`src/rtl/oosc_regs.svh`:
```
// Timing and level constants for the on/off switch controller.
// Assumes a 100 MHz clk_i; times are given in their own units.
`ifndef OOSC_REGS_SVH
`define OOSC_REGS_SVH
`define OOSC_CLK_MHZ          100
`define OOSC_OSC_KHZ          132
`define OOSC_CYCLE_CLKS       ((`OOSC_CLK_MHZ * 1000) / `OOSC_OSC_KHZ)
`define OOSC_DUTY_PCT         65
`define OOSC_DUTY_CLKS        ((`OOSC_CYCLE_CLKS * `OOSC_DUTY_PCT) / 100)
`define OOSC_BLANK_NS         200
`define OOSC_BLANK_CLKS       ((`OOSC_BLANK_NS * `OOSC_CLK_MHZ + 999) / 1000)
`define OOSC_FAULT_MS         50
`define OOSC_OFF_MS           850
`define OOSC_FAULT_CYC        ((`OOSC_FAULT_MS * `OOSC_OSC_KHZ))
`define OOSC_OFF_CYC          ((`OOSC_OFF_MS * `OOSC_OSC_KHZ))
`define OOSC_HIST_LEN         8
`define OOSC_MED_THR          5
`define OOSC_LIGHT_THR        2
`endif

```
`src/rtl/oosc_pkg.sv`:
```
// Types for the on/off switch controller.
// Assumes oosc_regs.svh supplies the numeric constants.
package oosc_pkg;
  typedef enum logic [1:0] {
    OOSC_LIM_FULL,
    OOSC_LIM_MED,
    OOSC_LIM_LIGHT
  } oosc_lim_t;

  typedef struct packed {
    logic en_high;
    logic uv_ok;
    logic no_resistor;
  } oosc_sense_t;
endpackage

```
`src/rtl/oosc_ctrl.sv`:
```
// On/off switch controller: cycle timer, enable sampling, limit selection,
// blanking, auto-restart and line under-voltage gating.
// Assumes analog comparators deliver levels asynchronous to clk_i.
//
// Contract
// (RQ1) Over-current ends pulse until next cycle
// (RQ2) Limit lowered in discrete steps
// (RQ3) Ignore over-current during blanking time
// (RQ4) Restart counter cleared when enable low
// (RQ5) 50 ms without low: off 850 ms
// (RQ6) Alternate on/off windows while fault persists
// (RQ7) Under-voltage halts off-period counter
// (RQ8) Start only when line current sufficient
// (RQ9) No resistor fitted disables under-voltage gating
// (RQ10) On at start, off at limit/duty
// (RQ11) Started cycle always completes
// (RQ12) Sample enable at every cycle start
// (RQ13) Limit chosen from recent enable samples
// (RQ14) Full limit heavy, reduced when light
// (RQ15) Feedback holds enable high below reference
// (RQ16) Over 240 uA out gives disable
// (RQ17) 132 kHz oscillator, start and duty
// (RQ18) Limit fixed for whole cycle
`timescale 1ns/100ps
`include "oosc_regs.svh"
module oosc_ctrl #(
  parameter int CYCLE_CLKS = `OOSC_CYCLE_CLKS,
  parameter int DUTY_CLKS  = `OOSC_DUTY_CLKS,
  parameter int BLANK_CLKS = `OOSC_BLANK_CLKS,
  parameter int FAULT_CYC  = `OOSC_FAULT_CYC,
  parameter int OFF_CYC    = `OOSC_OFF_CYC,
  parameter int HIST_LEN   = `OOSC_HIST_LEN
) (
  // Clock and reset
  input  wire logic                clk_i,
  input  wire logic                srst_i,
  // Sense comparators (asynchronous)
  input  wire oosc_pkg::oosc_sense_t sense_i,
  input  wire logic [2:0]          ocp_i,
  // Switch drive and status
  output logic                     gate_o,
  output oosc_pkg::oosc_lim_t      limit_o,
  output logic                     cycle_start_o,
  output logic                     max_duty_limit_o,
  output logic                     restart_off_o
);
  import oosc_pkg::*;

  localparam int CW = $clog2(CYCLE_CLKS + 1);
  localparam int FW = $clog2(OFF_CYC + FAULT_CYC + 1);

  // Two-flop synchronisers for all asynchronous inputs
  logic [5:0] sync1_r;
  logic [5:0] sync2_r;
  always_ff @(posedge clk_i) begin
    if (srst_i) begin
      sync1_r <= 6'h00;
      sync2_r <= 6'h00;
    end else begin
      sync1_r <= {ocp_i, sense_i};
      sync2_r <= sync1_r;
    end
  end
  logic       en_high;
  logic       uv_ok;
  logic       no_res;
  logic [2:0] ocp;
  assign en_high = sync2_r[2]; // RQ16
  assign uv_ok   = sync2_r[1];
  assign no_res  = sync2_r[0];
  assign ocp     = sync2_r[5:3];

  // Free-running oscillator
  logic [CW-1:0] cyc_cnt_r;
  logic          cyc_start;
  assign cyc_start = (cyc_cnt_r == CW'(CYCLE_CLKS - 1));
  always_ff @(posedge clk_i) begin
    if (srst_i) begin
      cyc_cnt_r <= '0;
    end else if (cyc_start) begin // RQ17
      cyc_cnt_r <= '0;
    end else begin
      cyc_cnt_r <= cyc_cnt_r + CW'(1);
    end
  end
  logic duty_end;
  assign duty_end = (cyc_cnt_r == CW'(DUTY_CLKS - 1));

  // Line gating: resistor absent disables under-voltage check
  logic line_ok;
  assign line_ok = no_res | uv_ok; // RQ8 RQ9

  // Auto-restart: counts oscillator cycles
  logic [FW-1:0] ar_cnt_r;
  logic          ar_off_r;
  always_ff @(posedge clk_i) begin
    if (srst_i) begin
      ar_cnt_r <= '0;
      ar_off_r <= 1'b0;
    end else if (cyc_start) begin
      if (ar_off_r) begin
        if (!line_ok) begin
          ar_cnt_r <= ar_cnt_r; // RQ7
        end else if (ar_cnt_r >= FW'(OFF_CYC - 1)) begin
          ar_off_r <= 1'b0; // RQ6
          ar_cnt_r <= '0;
        end else begin
          ar_cnt_r <= ar_cnt_r + FW'(1);
        end
      end else if (!en_high) begin
        ar_cnt_r <= '0; // RQ4
      end else if (ar_cnt_r >= FW'(FAULT_CYC - 1)) begin
        ar_off_r <= 1'b1; // RQ5
        ar_cnt_r <= '0;
      end else begin
        ar_cnt_r <= ar_cnt_r + FW'(1); // RQ4
      end
    end
  end

  // Enable sample history and limit selection
  logic [HIST_LEN-1:0] hist_r;
  always_ff @(posedge clk_i) begin
    if (srst_i) begin
      hist_r <= {HIST_LEN{1'b1}};
    end else if (cyc_start) begin
      hist_r <= {hist_r[HIST_LEN-2:0], en_high}; // RQ12 RQ13
    end
  end
  logic [$clog2(HIST_LEN+1)-1:0] ones;
  always_comb begin
    ones = '0;
    for (int i = 0; i < HIST_LEN; i++) begin
      ones = ones + {{($clog2(HIST_LEN+1)-1){1'b0}}, hist_r[i]};
    end
  end
  oosc_lim_t lim_nxt;
  always_comb begin
    if (ones >= $bits(ones)'(`OOSC_MED_THR)) begin
      lim_nxt = OOSC_LIM_FULL; // RQ14
    end else if (ones >= $bits(ones)'(`OOSC_LIGHT_THR)) begin
      lim_nxt = OOSC_LIM_MED; // RQ2
    end else begin
      lim_nxt = OOSC_LIM_LIGHT; // RQ2
    end
  end
  oosc_lim_t lim_r;
  always_ff @(posedge clk_i) begin
    if (srst_i) begin
      lim_r <= OOSC_LIM_FULL;
    end else if (cyc_start) begin
      lim_r <= lim_nxt; // RQ18
    end
  end

  // Power-up hold until line is acceptable
  logic started_r;
  always_ff @(posedge clk_i) begin
    if (srst_i) begin
      started_r <= 1'b0;
    end else if (line_ok) begin
      started_r <= 1'b1; // RQ8
    end
  end

  // Switch pulse: on at cycle start, off at over-current or duty limit
  logic                  gate_r;
  logic [CW-1:0]         blank_r;
  logic                  ocp_hit;
  always_comb begin
    case (lim_r)
      OOSC_LIM_FULL:  ocp_hit = ocp[0];
      OOSC_LIM_MED:   ocp_hit = ocp[1];
      OOSC_LIM_LIGHT: ocp_hit = ocp[2];
      default:        ocp_hit = ocp[0];
    endcase
  end
  always_ff @(posedge clk_i) begin
    if (srst_i) begin
      gate_r  <= 1'b0;
      blank_r <= '0;
    end else if (cyc_start) begin
      gate_r  <= en_high && !ar_off_r && started_r; // RQ10 RQ11 RQ12
      blank_r <= CW'(BLANK_CLKS);
    end else begin
      if (blank_r != '0) begin
        blank_r <= blank_r - CW'(1); // RQ3
      end
      if (duty_end) begin
        gate_r <= 1'b0; // RQ10
      end else if (ocp_hit && blank_r == '0) begin
        gate_r <= 1'b0; // RQ1 RQ3
      end
    end
  end
  // Registered outputs
  logic start_r;
  logic duty_r;
  always_ff @(posedge clk_i) begin
    if (srst_i) begin
      start_r <= 1'b0;
      duty_r  <= 1'b0;
    end else begin
      start_r <= cyc_start;
      duty_r  <= duty_end;
    end
  end
  assign gate_o           = gate_r;
  assign limit_o          = lim_r;
  assign cycle_start_o    = start_r;
  assign max_duty_limit_o = duty_r;
  assign restart_off_o    = ar_off_r;
endmodule // oosc_ctrl

```
`config.mk`:
```
export PLATFORM = sky130hd
export DESIGN_NAME = oosc_ctrl
export DESIGN_NICKNAME = d
export VERILOG_FILES = /design/src/rtl/oosc_pkg.sv /design/src/rtl/oosc_ctrl.sv
export VERILOG_INCLUDE_DIRS = /design/src /design/src/rtl
export SDC_FILE = /design/constraint.sdc
export NUM_CORES = 1
export LEC_CHECK = 0
export BUFFER_PORTS_ARGS = -buffer_cell sky130_fd_sc_hd__buf_2
export CAP_MARGIN = 20
export CORE_ASPECT_RATIO = 1.25
export CORE_MARGIN = 2
export CORE_UTILIZATION = 40
export DETAILED_ROUTE_END_ITERATION = 10
export GPL_TIMING_DRIVEN = 0
export SYNTH_ARGS = -nofsm -noshare
export SYNTH_HDL_FRONTEND = slang
export SYNTH_SLANG_ARGS = --single-unit
```
`constraint.sdc`:
```
create_clock -name clk_i -period 3.7 [get_ports clk_i]
set_input_delay 0.74 -clock clk_i [delete_from_list [all_inputs] [get_ports clk_i]]
set_output_delay 0.74 -clock clk_i [all_outputs]
set_load 0.01 [all_outputs]
```
# Word-level counts from Yosys, hierarchy flattened
# Cells that the tools add are included.
# W data, S select, Z words.
# totals
regBits	64
output_inout_bits	6
elab_cells	61
# op_classes
add_sub_neg	10
n_lt_le_gt_ge	4
eq_ne	5
mux	18
bitwise_logic	1
reduce_logical	10
# op_table
op	count
$mux W17	5
$add A17 B1 Y17 const B	1
$ge A17 B13 Y1 const B	1
$ge A17 B17 Y1 const B	1
$add A4 B1 Y4	4
$add A10 B1 Y10 const B	1
$eq A10 B10 Y1 const B	1
$eq A10 B9 Y1 const B	1
$logic_not A10 Y1	1
$mux W5	2
$reduce_bool A10 Y1	1
$sub A10 B1 Y10 const B	1
$mux W1	8
$add A3 B1 Y4	1
$ge A4 B2 Y1 const B	1
$ge A4 B3 Y1 const B	1
$mux W2	2
$add A2 B1 Y3	1
$logic_and A1 B1 Y1	3
$reduce_bool A3 Y1	1
$add A1 B1 Y2	1
$eq A2 B1 Y1 const B	1
$eq A2 B2 Y1 const B	1
$ne A2 B2 Y1 const B	1
6 further kinds	6

# Depth between registers and ports, before layout
# Gate-level depths: netlist of the first run.
# depth
word_depth	10
depth_mapped	13

# Worst setup path before layout of the first run
# No wires, ideal clock.
# synth_path
path_kind	register -> register
startpoint	register hist_r[0]
endpoint	register lim_r[0] (netlist: limit_o[0])
setup_time_ns	0.131
arrival_time_ns	3.080
required_time_ns	3.569
slack_ns	0.490
path_stages_with_launch	14
period_less_slack_ns	3.210
cell_sequence	dfxtp_1 inv_1 fa_1 fa_1 fa_1 inv_1 ha_1 inv_1 fa_1 and3b_1 o21ai_0 nand2_1 o311ai_1 a21oi_1
# synth_via
elab_chain_cells	10
elab_cells_between_ends	11
classes_between	add/sub: 7; order compare: 2; mux: 2
# synth_lines
element	line	rtl
start, declared	oosc_ctrl.sv:122	logic [HIST_LEN-1:0] hist_r;
start signal, assigned	oosc_ctrl.sv:125	hist_r <= {HIST_LEN{1'b1}};
start signal, assigned	oosc_ctrl.sv:127	hist_r <= {hist_r[HIST_LEN-2:0], en_high};
$add A1 B1 Y2 *	oosc_ctrl.sv:134	ones = ones + {{($clog2(HIST_LEN+1)-1){1'b0}}, hist_r[i]};
$add A2 B1 Y3 *	oosc_ctrl.sv:134	
$add A3 B1 Y4 *	oosc_ctrl.sv:134	
$add A4 B1 Y4 * (4 in a row)	oosc_ctrl.sv:134	
$ge A4 B2 Y1	oosc_ctrl.sv:141	end else if (ones >= $bits(ones)'(`OOSC_LIGHT_THR)) begin
$mux W2	oosc_ctrl.sv:141	
$mux W2 *	oosc_ctrl.sv:139	if (ones >= $bits(ones)'(`OOSC_MED_THR)) begin
end signal, assigned	oosc_ctrl.sv:152	lim_r <= lim_nxt;
end, declared	oosc_ctrl.sv:147	oosc_lim_t lim_r;
# Every way passes the cells marked *; elsewhere a longest branch is shown, timed or not.
# A chain may end at the register's enable or synchronous reset.

# Final worst setup path of the first run
# Ends and elaborated chain as after synthesis.

==> impl_results.md, run 1 <==
- Master of the slowest instance on the critical path: sky130_fd_sc_hd__fa_1
- Post-Syn Area per Cell: ~9.2 sq um
- H-Tree Level Count: 3
- Vias post-DR: ~2,300
- Final sum of negative setup slack: 0 ns
- Total wire length after detailed routing: 5600 microns
- Total Power: 1.62 mW
- Layout area overhead: 11.2%
- Switching power: about 460 uW
- Max-cap violations: 0
- Final worst path period share: 0.930
- Worst R2R End: limit_o[0]
- Number of filler cells placed in the layout: 714
- Number of register bits inferred by synthesis: 64
- Number of synthesis warnings: 0
- Fraction of registers with async set/reset: 0
- Pin count of the biggest net entering global routing: 11
- Post-layout instance area: 3450 sq um
- Antenna diode count: 0
- Buf/Inv on CP: 3
- Ordered list of cells on the worst path: inv_1, fa_1, fa_1, fa_1, inv_1, ha_1, inv_1, fa_1, and3b_1, o21ai_0, nand2_1, o311ai_1, a21oi_1
- Leakage power total: 1.34 nW
- Standard-cell rows: 35
- R2R Path Start: hist_r[0]
- Final count of negative-setup-slack endpoints: 0
- Required time of the critical path: 3.90 ns
- Core Area: 7440 sq um
- Hpwl dp: a little over 4000 microns
- Instance area at placement: between 3000 and 4000 sq um
- Antenna violations before repair: 0
- Total routing resource utilization after global routing: 0.151
- Syn Nets: 358
- Number of setup buffers added after CTS: 0
- Vias per inst: approximately 5.1
- Share of total power consumed by net switching: 0.282
- Most frequent cell on the critical path: sky130_fd_sc_hd__fa_1
- Utilization after layout: 0.463
- Quantity of I/O buffers inserted on ports: 12
- TritonCTS buffer count: 9
- Worst Hold Path Cells: 1
- Signal arrival time at the worst endpoint: roughly 3.6 ns
- Launching element type of the critical path: flop
- Pre-CTS setup slack: 0.260 ns
- Cell variety after synth: 54
- I/O pin total: 14
- Final Max Tran Viols: 0
- Shortest clock period the worst path allows after layout: 3.44 ns
- Setup Skew: 0.00629 ns
- Clock transition at the register clock pins on the worst setup and hold paths after CTS: 0.06 ns
- R2r setup slk: approximately 0.26 ns
- Gate family responsible for the most delay along the worst path: adder cells
- Worst-Margin Slew: 0.681 ns
- Post-synthesis instance area: a little over 3000 sq um
- Overall die width: roughly 83 microns
- Layout Cells excl Fill: between 400 and 500
- Startpoint-to-endpoint class of the critical path: flop to flop
- Min-Delay Startpoint: sync1_r[1]
- Final GP Congestion: 0.864
- Number of resized instances in the post-cts repair step: 0
- Top_reg_cell synth: sky130_fd_sc_hd__dfxtp_1
- Area used by multi-input combinational logic: around 1600 sq um
- Hold Violations, Final: 0
- Worst setup margin: 0.257 ns
- Final routed DRC violation total: 0
- Fraction of final layout cells sized beyond drive strength 1: 0.157
- Per-cell routed wire length: 12.3 microns
- Result of the run: finished clean
- Endpoint class of the critical path: flop
- Post-CTS Hold Buffers: 0
- Synthesized instance count: 337
- Latest clock arrival within the worst-skew pair: 0.33 ns
- Die boundary height: 102 microns
- Aggregate global routing overflow: 0
- Hold slack final: 0.440 ns
- Proportion of power drawn by the clock network: 0.322
- Net total in the final layout: 381
- Share of synthesized area occupied by flip-flops and latches: 0.413
- FF/Latch Area: 1280 sq um
- Number of global-route vias before repair: 2,222
- Number of enable flip-flop cells after synthesis: 0
- Total power divided by cell area: 471 nW/um^2
- Internal Pwr Total: around 1.2 mW
- Die outline area: 8480 sq um
- Logic pwr share: 0.186
- Path type of the worst min-delay path: flop to flop
- Peak supply drop: roughly 0.39 mV
- Peak fanout along the critical path: 5
- Violation count after the first detailed-route iteration: 37
- Number of nets still failing antenna checks after routing: 0
- Hold endpoint: sync2_r[1]
- Max_slew headroom: 0.546
- Clock Sink Count: 64
- Setup repair after global routing missed its margin: false
- Starting Density: 0.416
- Number of optimization iterations in the first detailed-route pass: 4
- Worst R2R Path Depth: 13
- Placed cells: roughly 440
- Root buf cell: sky130_fd_sc_hd__clkbuf_8
- Delay of the slowest cell on the worst path: 0.56 ns
- Max clock buf depth: 2
- Share of power burned in registers: 0.492
- Wire length of the first global-routing pass: 9740 microns
- CTS tree: built
- Fmax: around 290 MHz
[registers in the layout (all words and copies together), names as in the netlist, 2 cells and up]
signal,count
ar_cnt_r,17
blank_r,10
cyc_cnt_r,10
hist_r,8
sync1_r,6
sync2_r,6
limit_o,2
[area by class of cell]
type,instances,share of cell area
well taps,92,0.0334
inverters,23,0.0250
clock inverters,3,0.00508
clock buffers,12,0.0450
plain buffers,19,0.0279
flip-flops and latches,64,0.372
repair buffers,12,0.0174
multi-input cells,231,0.475
[metal layers]
layer / global-route usage / part of all wire / vias to the layer above
li1: - / - / 1199
met2: 0.254 / 0.49 / 24
met4: 0.0643 / 0.016 / 0
met5: 0 / 0 / -
met3: 0.0415 / 0.027 / 7
met1: 0.178 / 0.47 / 1093
[worst register-to-register path, cell delays in order, from the launching register on]
cell and delay [ns]:
sky130_fd_sc_hd__dfxtp_1 0.35, sky130_fd_sc_hd__inv_1 0.08, sky130_fd_sc_hd__fa_1 0.56, sky130_fd_sc_hd__fa_1 0.43, sky130_fd_sc_hd__fa_1 0.49, sky130_fd_sc_hd__inv_1 0.04
sky130_fd_sc_hd__ha_1 0.18, sky130_fd_sc_hd__inv_1 0.07, sky130_fd_sc_hd__fa_1 0.47, sky130_fd_sc_hd__and3b_1 0.20, sky130_fd_sc_hd__o21ai_0 0.18, sky130_fd_sc_hd__nand2_1 0.07
sky130_fd_sc_hd__o311ai_1 0.09, sky130_fd_sc_hd__a21oi_1 0.11
[cells in the final DEF (no fill, tap or decap), types with 2 or more instances in the layout]
| cell type | count |
|---|---|
| sky130_fd_sc_hd__inv_1 | 22 |
| sky130_fd_sc_hd__a31oi_1 | 2 |
| sky130_fd_sc_hd__nand3b_1 | 5 |
| sky130_fd_sc_hd__a311oi_1 | 2 |
| sky130_fd_sc_hd__clkbuf_8 | 11 |
| sky130_fd_sc_hd__dfxtp_1 | 64 |
| sky130_fd_sc_hd__a211oi_1 | 2 |
| sky130_fd_sc_hd__buf_6 | 2 |
| sky130_fd_sc_hd__o21ai_0 | 3 |
| sky130_fd_sc_hd__mux2_2 | 2 |
| sky130_fd_sc_hd__nor4b_1 | 2 |
| sky130_fd_sc_hd__and3_1 | 4 |
| sky130_fd_sc_hd__and4_1 | 3 |
| sky130_fd_sc_hd__a21oi_1 | 9 |
| sky130_fd_sc_hd__buf_2 | 17 |
| sky130_fd_sc_hd__clkinv_2 | 2 |
| sky130_fd_sc_hd__nor3b_1 | 2 |
| sky130_fd_sc_hd__nor3_2 | 10 |
| sky130_fd_sc_hd__nor4_1 | 7 |
| sky130_fd_sc_hd__xnor2_1 | 19 |
| sky130_fd_sc_hd__nand2_1 | 23 |
| sky130_fd_sc_hd__nor4_2 | 3 |
| sky130_fd_sc_hd__clkbuf_1 | 11 |
| sky130_fd_sc_hd__nand3_1 | 11 |
| sky130_fd_sc_hd__a211o_1 | 6 |
| sky130_fd_sc_hd__nand4_1 | 7 |
| sky130_fd_sc_hd__nor2_1 | 34 |
| sky130_fd_sc_hd__nor2b_1 | 16 |
| sky130_fd_sc_hd__xor2_1 | 10 |
| sky130_fd_sc_hd__ha_1 | 9 |
| sky130_fd_sc_hd__fa_1 | 4 |
| sky130_fd_sc_hd__nor3_1 | 15 |
[Yosys cell counts (all sizes together), types with 2 or more instances]
| library cell | count | area, sq um |
|---|---|---|
| nor2b | 16 | 100 |
| xnor2 | 19 | 166 |
| nor4b | 2 | 17.5 |
| a311oi | 2 | 17.5 |
| nand3 | 12 | 72.6 |
| clkbuf | 10 | 37.5 |
| buf | 9 | 58.8 |
| fa | 4 | 80.1 |
| a211o | 6 | 52.6 |
| a31oi | 2 | 12.5 |
| nor2 | 34 | 128 |
| a211oi | 2 | 15.0 |
| o21ai | 3 | 15.0 |
| nand3b | 5 | 37.5 |
| nand4 | 8 | 56.3 |
| dfxtp | 64 | 1280 |
| nand2 | 23 | 86.3 |
| and3 | 4 | 25.0 |
| a21oi | 9 | 45.0 |
| nor3 | 25 | 175 |
| nor3b | 3 | 27.5 |
| inv | 23 | 86.3 |
| and4 | 3 | 26.3 |
| ha | 9 | 113 |
| mux2 | 2 | 22.5 |
| xor2 | 10 | 87.6 |
| nor4 | 10 | 81.3 |
[power by group through the flow]
stage	sequential [mW]	clock, mW	combinational (mW)
after global placement	0.809	0	0.297
after CTS	0.796	0.542	0.305
after global routing	0.804	0.569	0.352
final	0.798	0.522	0.302
after detailed placement	0.812	0	0.302
after floorplan	0.801	0	0.258
[worst max-delay path by stage]
stage                     startpoint  slack, ns    endpoint  cells after the start
after floorplan            hist_r[0]       0.49  limit_o[0]                     13
after detailed placement   hist_r[0]       0.26  limit_o[0]                     13
after global routing       hist_r[0]       0.05  limit_o[0]                     13
after CTS                  hist_r[0]       0.23  limit_o[0]                     13
final                      hist_r[0]       0.26  limit_o[0]                     13
after global placement     hist_r[0]       0.31  limit_o[0]                     13
[cells by family (layout without fill, tap and decap cells)]
kind of cell / Yosys count / after routing / share of synthesized area
buf+inv: 42 / 69 / 0.0589
fa+ha+maj: 13 / 13 / 0.0621
simple gates: 154 / 154 / 0.292
xor+xnor: 29 / 29 / 0.0819
compound gates: 32 / 32 / 0.0811
mux: 3 / 3 / 0.0105
flops: 64 / 64 / 0.413
Note: power is estimated with default switching activity, not from simulation.
==> inputs of run 2 (changes only) <==
--- a/config.mk
+++ b/config.mk
@@ -8,8 +8,8 @@
 export LEC_CHECK = 0
 export BUFFER_PORTS_ARGS = -buffer_cell sky130_fd_sc_hd__buf_2
 export CAP_MARGIN = 20
-export CORE_ASPECT_RATIO = 1.25
-export CORE_MARGIN = 2
+export CORE_ASPECT_RATIO = 1.4
+export CORE_MARGIN = 1
 export CORE_UTILIZATION = 40
 export DETAILED_ROUTE_END_ITERATION = 10
 export GPL_TIMING_DRIVEN = 0
==> impl_results.md, run 2 (synthesis gave the netlist of run 1 again) <==
- Clock transition at the register clock pins on the worst setup and hold paths after CTS: 0.07 ns
- Leading cell types in the layout, fill and taps excluded: 64 x sky130_fd_sc_hd__dfxtp_1, 34 x sky130_fd_sc_hd__nor2_1, 23 x sky130_fd_sc_hd__nand2_1
- Met1 usage: 0.176
- Overall die width: 76.4 microns
- Setup Skew: 0.0117 ns
- Path type of the worst min-delay path: flop to flop
- Wire length of the first global-routing pass: 9930 microns
- Total routing resource utilization after global routing: 0.155
- Final Max Tran Viols: 0
- Number of optimization iterations in the first detailed-route pass: 4
- Number of global-route vias before repair: 2,259
- Core Area: 7410 sq um
- Hold slack final: 0.434 ns
- Most frequent cell on the critical path: sky130_fd_sc_hd__fa_1
- Setup repair after global routing missed its margin: false
- Layout area overhead: 13.2%
- Root buf cell: sky130_fd_sc_hd__clkbuf_8
- Hpwl dp: 4070 microns
- H-Tree Level Count: 3
- Required time of the critical path: 3.91 ns
- Vias per inst: 5.06
- Total power divided by cell area: 507 nW/um^2
- Pin count of the biggest net entering global routing: 13
- M2 GR Usage: 0.268
- Max_slew headroom: 0.532
- Number of filler cells placed in the layout: 760
- R2r setup slk: 0.27 ns
- Per-cell routed wire length: 12.3 microns
- Hold endpoint: sync2_r[1]
- Min-Delay Startpoint: sync1_r[1]
- Shortest clock period the worst path allows after layout: between 3 and 4 ns
- R2R Path Start: hist_r[0]
- Fraction of final layout cells sized beyond drive strength 1: 0.162
- Worst R2R Path Depth: 13
- Worst-Margin Slew: 0.702 ns
- Startpoint-to-endpoint class of the critical path: flop to flop
- Number of nets still failing antenna checks after routing: 0
- I/O pin total: 14
- Result of the run: finished clean
- Standard-cell rows: 37
- Flip-flop count of the largest register after layout: 17
- Master of the slowest instance on the critical path: sky130_fd_sc_hd__fa_1
- Delay of the slowest cell on the worst path: 0.56 ns
- Endpoint class of the critical path: flop
- Max-cap violations: 0
- Leakage power total: 1.36 nW
- Die boundary height: 106 microns
- Max clock buf depth: 2
- Final GP Congestion: 0.816
- Hold Violations, Final: 0
- Aggregate global routing overflow: 0
- Final sum of negative setup slack: 0 ns
- Post-CTS Hold Buffers: 0
- Most common library cell in the layout ignoring fill and taps: sky130_fd_sc_hd__dfxtp_1
- Clock Sink Count: 64
- Signal arrival time at the worst endpoint: roughly 3.6 ns
- Starting Density: 0.419
- GR met3 Demand/Resource: 0.0395
- Peak fanout along the critical path: 5
- Total wire length after detailed routing: 5690 microns
- Final count of negative-setup-slack endpoints: 0
- Layer with the highest usage: met2
- TritonCTS buffer count: 9
- Antenna diode count: 0
- Launching element type of the critical path: flop
- Peak supply drop: 0.388 mV
- Fmax: 291 MHz
- Number of resized instances in the post-cts repair step: 0
- Worst R2R End: limit_o[0]
- Quantity of I/O buffers inserted on ports: 12
- Worst Hold Path Cells: 1
- Vias post-DR: 2,336
- Die outline area: 8110 sq um
- Net total in the final layout: roughly 380
- Latest clock arrival within the worst-skew pair: 0.34 ns
- Largest registers in the final layout: ar_cnt_r (17), blank_r (10), cyc_cnt_r (10)
- Violation count after the first detailed-route iteration: 73
- Antenna violations before repair: 0
- Number of setup buffers added after CTS: 0
- Final routed DRC violation total: 0
- Ordered list of cells on the worst path: inv_1, fa_1, fa_1, fa_1, inv_1, ha_1, inv_1, fa_1, and3b_1, o21ai_0, nand2_1, o311ai_1, a21oi_1
- CTS tree: built
- Final worst path period share: 0.928
- Register containing the most flip-flops in the final layout: ar_cnt_r
[run 2: changes by cell type in the layout (fill, tap and decap cells not counted)]
| cell | previous run | this run |
|---|---|---|
| sky130_fd_sc_hd__clkbuf_8 | 11 | 10 |
| sky130_fd_sc_hd__clkinv_2 | 2 | 0 |
| sky130_fd_sc_hd__inv_6 | 0 | 1 |
| sky130_fd_sc_hd__clkbuf_1 | 11 | 10 |
| sky130_fd_sc_hd__clkinvlp_4 | 1 | 3 |
| sky130_fd_sc_hd__bufinv_16 | 0 | 2 |
[run 2: worst max path at each step]
stage | startpoint | to | slack [ns]
floorplan | hist_r[0] | limit_o[0] | 0.49
global placement | hist_r[0] | limit_o[0] | 0.32
CTS | hist_r[0] | limit_o[0] | 0.27
global route | hist_r[0] | limit_o[0] | 0.08
detailed placement | hist_r[0] | limit_o[0] | 0.30
finish | hist_r[0] | limit_o[0] | 0.27
[run 2: report_power, final]
group          switching, mW  internal (mW)
logic                  0.154          0.144
clock network          0.286          0.400
registers             0.0493          0.746
[run 2: final cells by class]
type | instances | area (sq um) | share of cell area
Multi-Input combinational cell | 231 | 1640 | 0.466
Sequential cell | 64 | 1280 | 0.365
Clock buffer | 10 | 138 | 0.0392
Tap cell | 97 | 121 | 0.0346
Buffer | 19 | 96.3 | 0.0274
Clock inverter | 6 | 91.3 | 0.0260
Inverter | 23 | 86.3 | 0.0246
Timing Repair Buffer | 12 | 60.1 | 0.0171
[run 2: critical path, delay by kind of cell, from the launching register on]
family,cells,cell delay [ns]
adder cells (fa/ha/maj),5,2.14
buffers and inverters,3,0.19
AO/OA/AOI/OAI,3,0.35
AND/OR/NAND/NOR,2,0.27
flip-flops,1,0.36
[run 2: metal layers]
metal  up-vias  part of all wire
li1       1205                 -
met1      1099              0.46
met2        23              0.50
met3         9             0.027
met4         0             0.019
met5         -                 0
[run 2: metrics by stage]
step                total power [mW]  instances   util  area [sq um]  worst slack, ns
floorplan                       1.06        337      -          3100            0.490
global placement                1.11        446  0.443          3280            0.319
detailed placement              1.11        446  0.443          3280            0.299
CTS                             1.80        462  0.474          3510            0.266
global route                    1.87        462  0.474          3510           0.0766
finish                          1.78        462  0.474          3510            0.266
==> inputs of run 3 (changes only) <==
--- a/config.mk
+++ b/config.mk
@@ -10,9 +10,10 @@
 export CAP_MARGIN = 20
 export CORE_ASPECT_RATIO = 1.4
 export CORE_MARGIN = 1
-export CORE_UTILIZATION = 40
+export CORE_UTILIZATION = 54
 export DETAILED_ROUTE_END_ITERATION = 10
 export GPL_TIMING_DRIVEN = 0
+export PLACE_DENSITY = 0.71
 export SYNTH_ARGS = -nofsm -noshare
 export SYNTH_HDL_FRONTEND = slang
 export SYNTH_SLANG_ARGS = --single-unit
==> impl_results.md, run 3 (synthesis gave the netlist of run 1 again) <==
- Setup repair after global routing missed its margin: false
- I/O pin total: 14
- Worst R2R Path Depth: 13
- Setup Skew: roughly 0.0045 ns
- TritonCTS buffer count: 9
- Final worst path period share: 0.928
- Clock transition at the register clock pins on the worst setup and hold paths after CTS: 0.06 ns
- Standard-cell rows: 32
- Most common library cell in the layout ignoring fill and taps: sky130_fd_sc_hd__dfxtp_1
- Latest clock arrival within the worst-skew pair: 0.34 ns
- Path type of the worst min-delay path: flop to flop
- Instance area at placement: 3250 sq um
- Vias per inst: 5.40
- Final Max Tran Viols: 0
- Hpwl dp: 4050 microns
- Peak fanout along the critical path: 5
- Highest routed layer: met4
- Leading cell types in the layout, fill and taps excluded: 64 x sky130_fd_sc_hd__dfxtp_1, 34 x sky130_fd_sc_hd__nor2_1, 23 x sky130_fd_sc_hd__nand2_1
- Final count of negative-setup-slack endpoints: 0
- Number of resized instances in the post-cts repair step: 0
- Total wire length after detailed routing: around 5700 microns
- Final routed DRC violation total: 0
- Clock Sink Count: 64
- Wire length on met3: 147 microns
- Final sum of negative setup slack: 0 ns
- Number of global-route vias before repair: 2,327
- Logic pwr share: 0.181
- Max-cap violations: 0
- Die boundary height: 91.7 microns
- Layout area overhead: 10.7%
- Flip-flop count of the largest register after layout: 17
- Share of total power consumed by net switching: 0.275
- Switching power: around 460 uW
- Antenna diode count: 0
- Largest registers in the final layout: ar_cnt_r (17), blank_r (10), cyc_cnt_r (10)
- Aggregate global routing overflow: 0
- Peak supply drop: 0.434 mV
- Overall die width: about 66 microns
- Post-CTS Hold Buffers: 0
- Shortest clock period the worst path allows after layout: between 3 and 4 ns
- H-Tree Level Count: 3
- Launching element type of the critical path: flop
- Signal arrival time at the worst endpoint: 3.65 ns
- Worst Hold Path Cells: 1
- Antenna violations before repair: 0
- Number of nets still failing antenna checks after routing: 0
- Max_slew headroom: 0.529
- Register containing the most flip-flops in the final layout: ar_cnt_r
- Quantity of I/O buffers inserted on ports: 12
- Pin count of the biggest net entering global routing: 11
- Leakage power total: approximately 1.3 nW
- Post-route met1 wirelength: 2540 microns
- Met2 Routed Length: 2820 microns
- Endpoint class of the critical path: flop
- Internal Pwr Total: 1.22 mW
- Final GP Congestion: a little under 0.8
- Number of setup buffers added after CTS: 0
- Vias post-DR: 2,334
- Number of optimization iterations in the first detailed-route pass: 4
- Delay of the slowest cell on the worst path: 0.56 ns
- Fmax: 291 MHz
- Fraction of final layout cells sized beyond drive strength 1: 0.154
- CTS tree: built
- Root buf cell: sky130_fd_sc_hd__clkbuf_8
- Hold Violations, Final: 0
- Die outline area: 6050 sq um
- Post-layout instance area: 3430 sq um
- Wire length of the first global-routing pass: approximately 10000 microns
- Per-cell routed wire length: roughly 13 microns
- Worst-Margin Slew: 0.706 ns
- Share of power burned in registers: 0.475
- Core Area: 5530 sq um
- Ordered list of cells on the worst path: inv_1, fa_1, fa_1, fa_1, inv_1, ha_1, inv_1, fa_1, and3b_1, o21ai_0, nand2_1, o311ai_1, a21oi_1
- Max clock buf depth: 2
- Total routing resource utilization after global routing: 0.214
- Net total in the final layout: approximately 380
- Violation count after the first detailed-route iteration: 125
- Startpoint-to-endpoint class of the critical path: flop to flop
- Starting Density: 0.561
- Result of the run: finished clean
- Total power divided by cell area: approximately 500 nW/um^2
- Master of the slowest instance on the critical path: sky130_fd_sc_hd__fa_1
- Most frequent cell on the critical path: sky130_fd_sc_hd__fa_1
- Required time of the critical path: 3.91 ns
- Proportion of power drawn by the clock network: 0.344
run 3: stage by stage:
stage / util / power [mW] / hold WS (ns) / instances / worst slack, ns
2_1_floorplan: - / 1.06 / 0.414 / 337 / 0.490
4_1_cts: 0.621 / 1.69 / 0.444 / 432 / 0.252
3_5_place_dp: 0.587 / 1.11 / 0.428 / 417 / 0.254
3_3_place_gp: 0.587 / 1.10 / 0.415 / 417 / 0.335
6_report: 0.621 / 1.68 / 0.439 / 432 / 0.265
5_1_grt: 0.621 / 1.76 / 0.458 / 432 / 0.0851
run 3: final timing paths:
check / startpoint / to / slack (ns)
max: hist_r[0] / limit_o[0] / 0.27
min reg2reg: sync1_r[3] / sync2_r[3] / 0.44
max reg2reg: hist_r[0] / limit_o[0] / 0.27
min: sync1_r[3] / sync2_r[3] / 0.44
run 3: final cells by class:
type | instances | area, sq um
repair buffers | 12 | 60.1
plain buffers | 19 | 96.3
clock inverters | 3 | 42.5
fillers | 508 | 2090
clock buffers | 12 | 145
multi-input cells | 231 | 1640
well taps | 68 | 85.1
inverters | 23 | 86.3
flip-flops and latches | 64 | 1280
run 3: critical path, delay by kind of cell, from the launching register on:
| kind | cells | cell delay, ns |
|---|---|---|
| adder cells (fa/ha/maj) | 5 | 2.17 |
| AO/OA/AOI/OAI | 3 | 0.36 |
| flip-flops | 1 | 0.34 |
| buffers and inverters | 3 | 0.19 |
| AND/OR/NAND/NOR | 2 | 0.26 |
run 3: power by group through the flow:
stage          combinational, mW  clock (mW)  sequential [mW]
6_report                   0.304       0.577            0.797
5_1_grt                    0.341       0.615            0.806
4_1_cts                    0.307       0.591            0.796
3_5_place_dp               0.304           0            0.810
3_3_place_gp               0.296           0            0.809
2_1_floorplan              0.258           0            0.801
run 3: routing by layer:
layer	GRT usage	vias up
met1	0.239	1095
li1	-	1200
met2	0.361	27
met3	0.0373	12
met4	0.147	0
met5	0	-
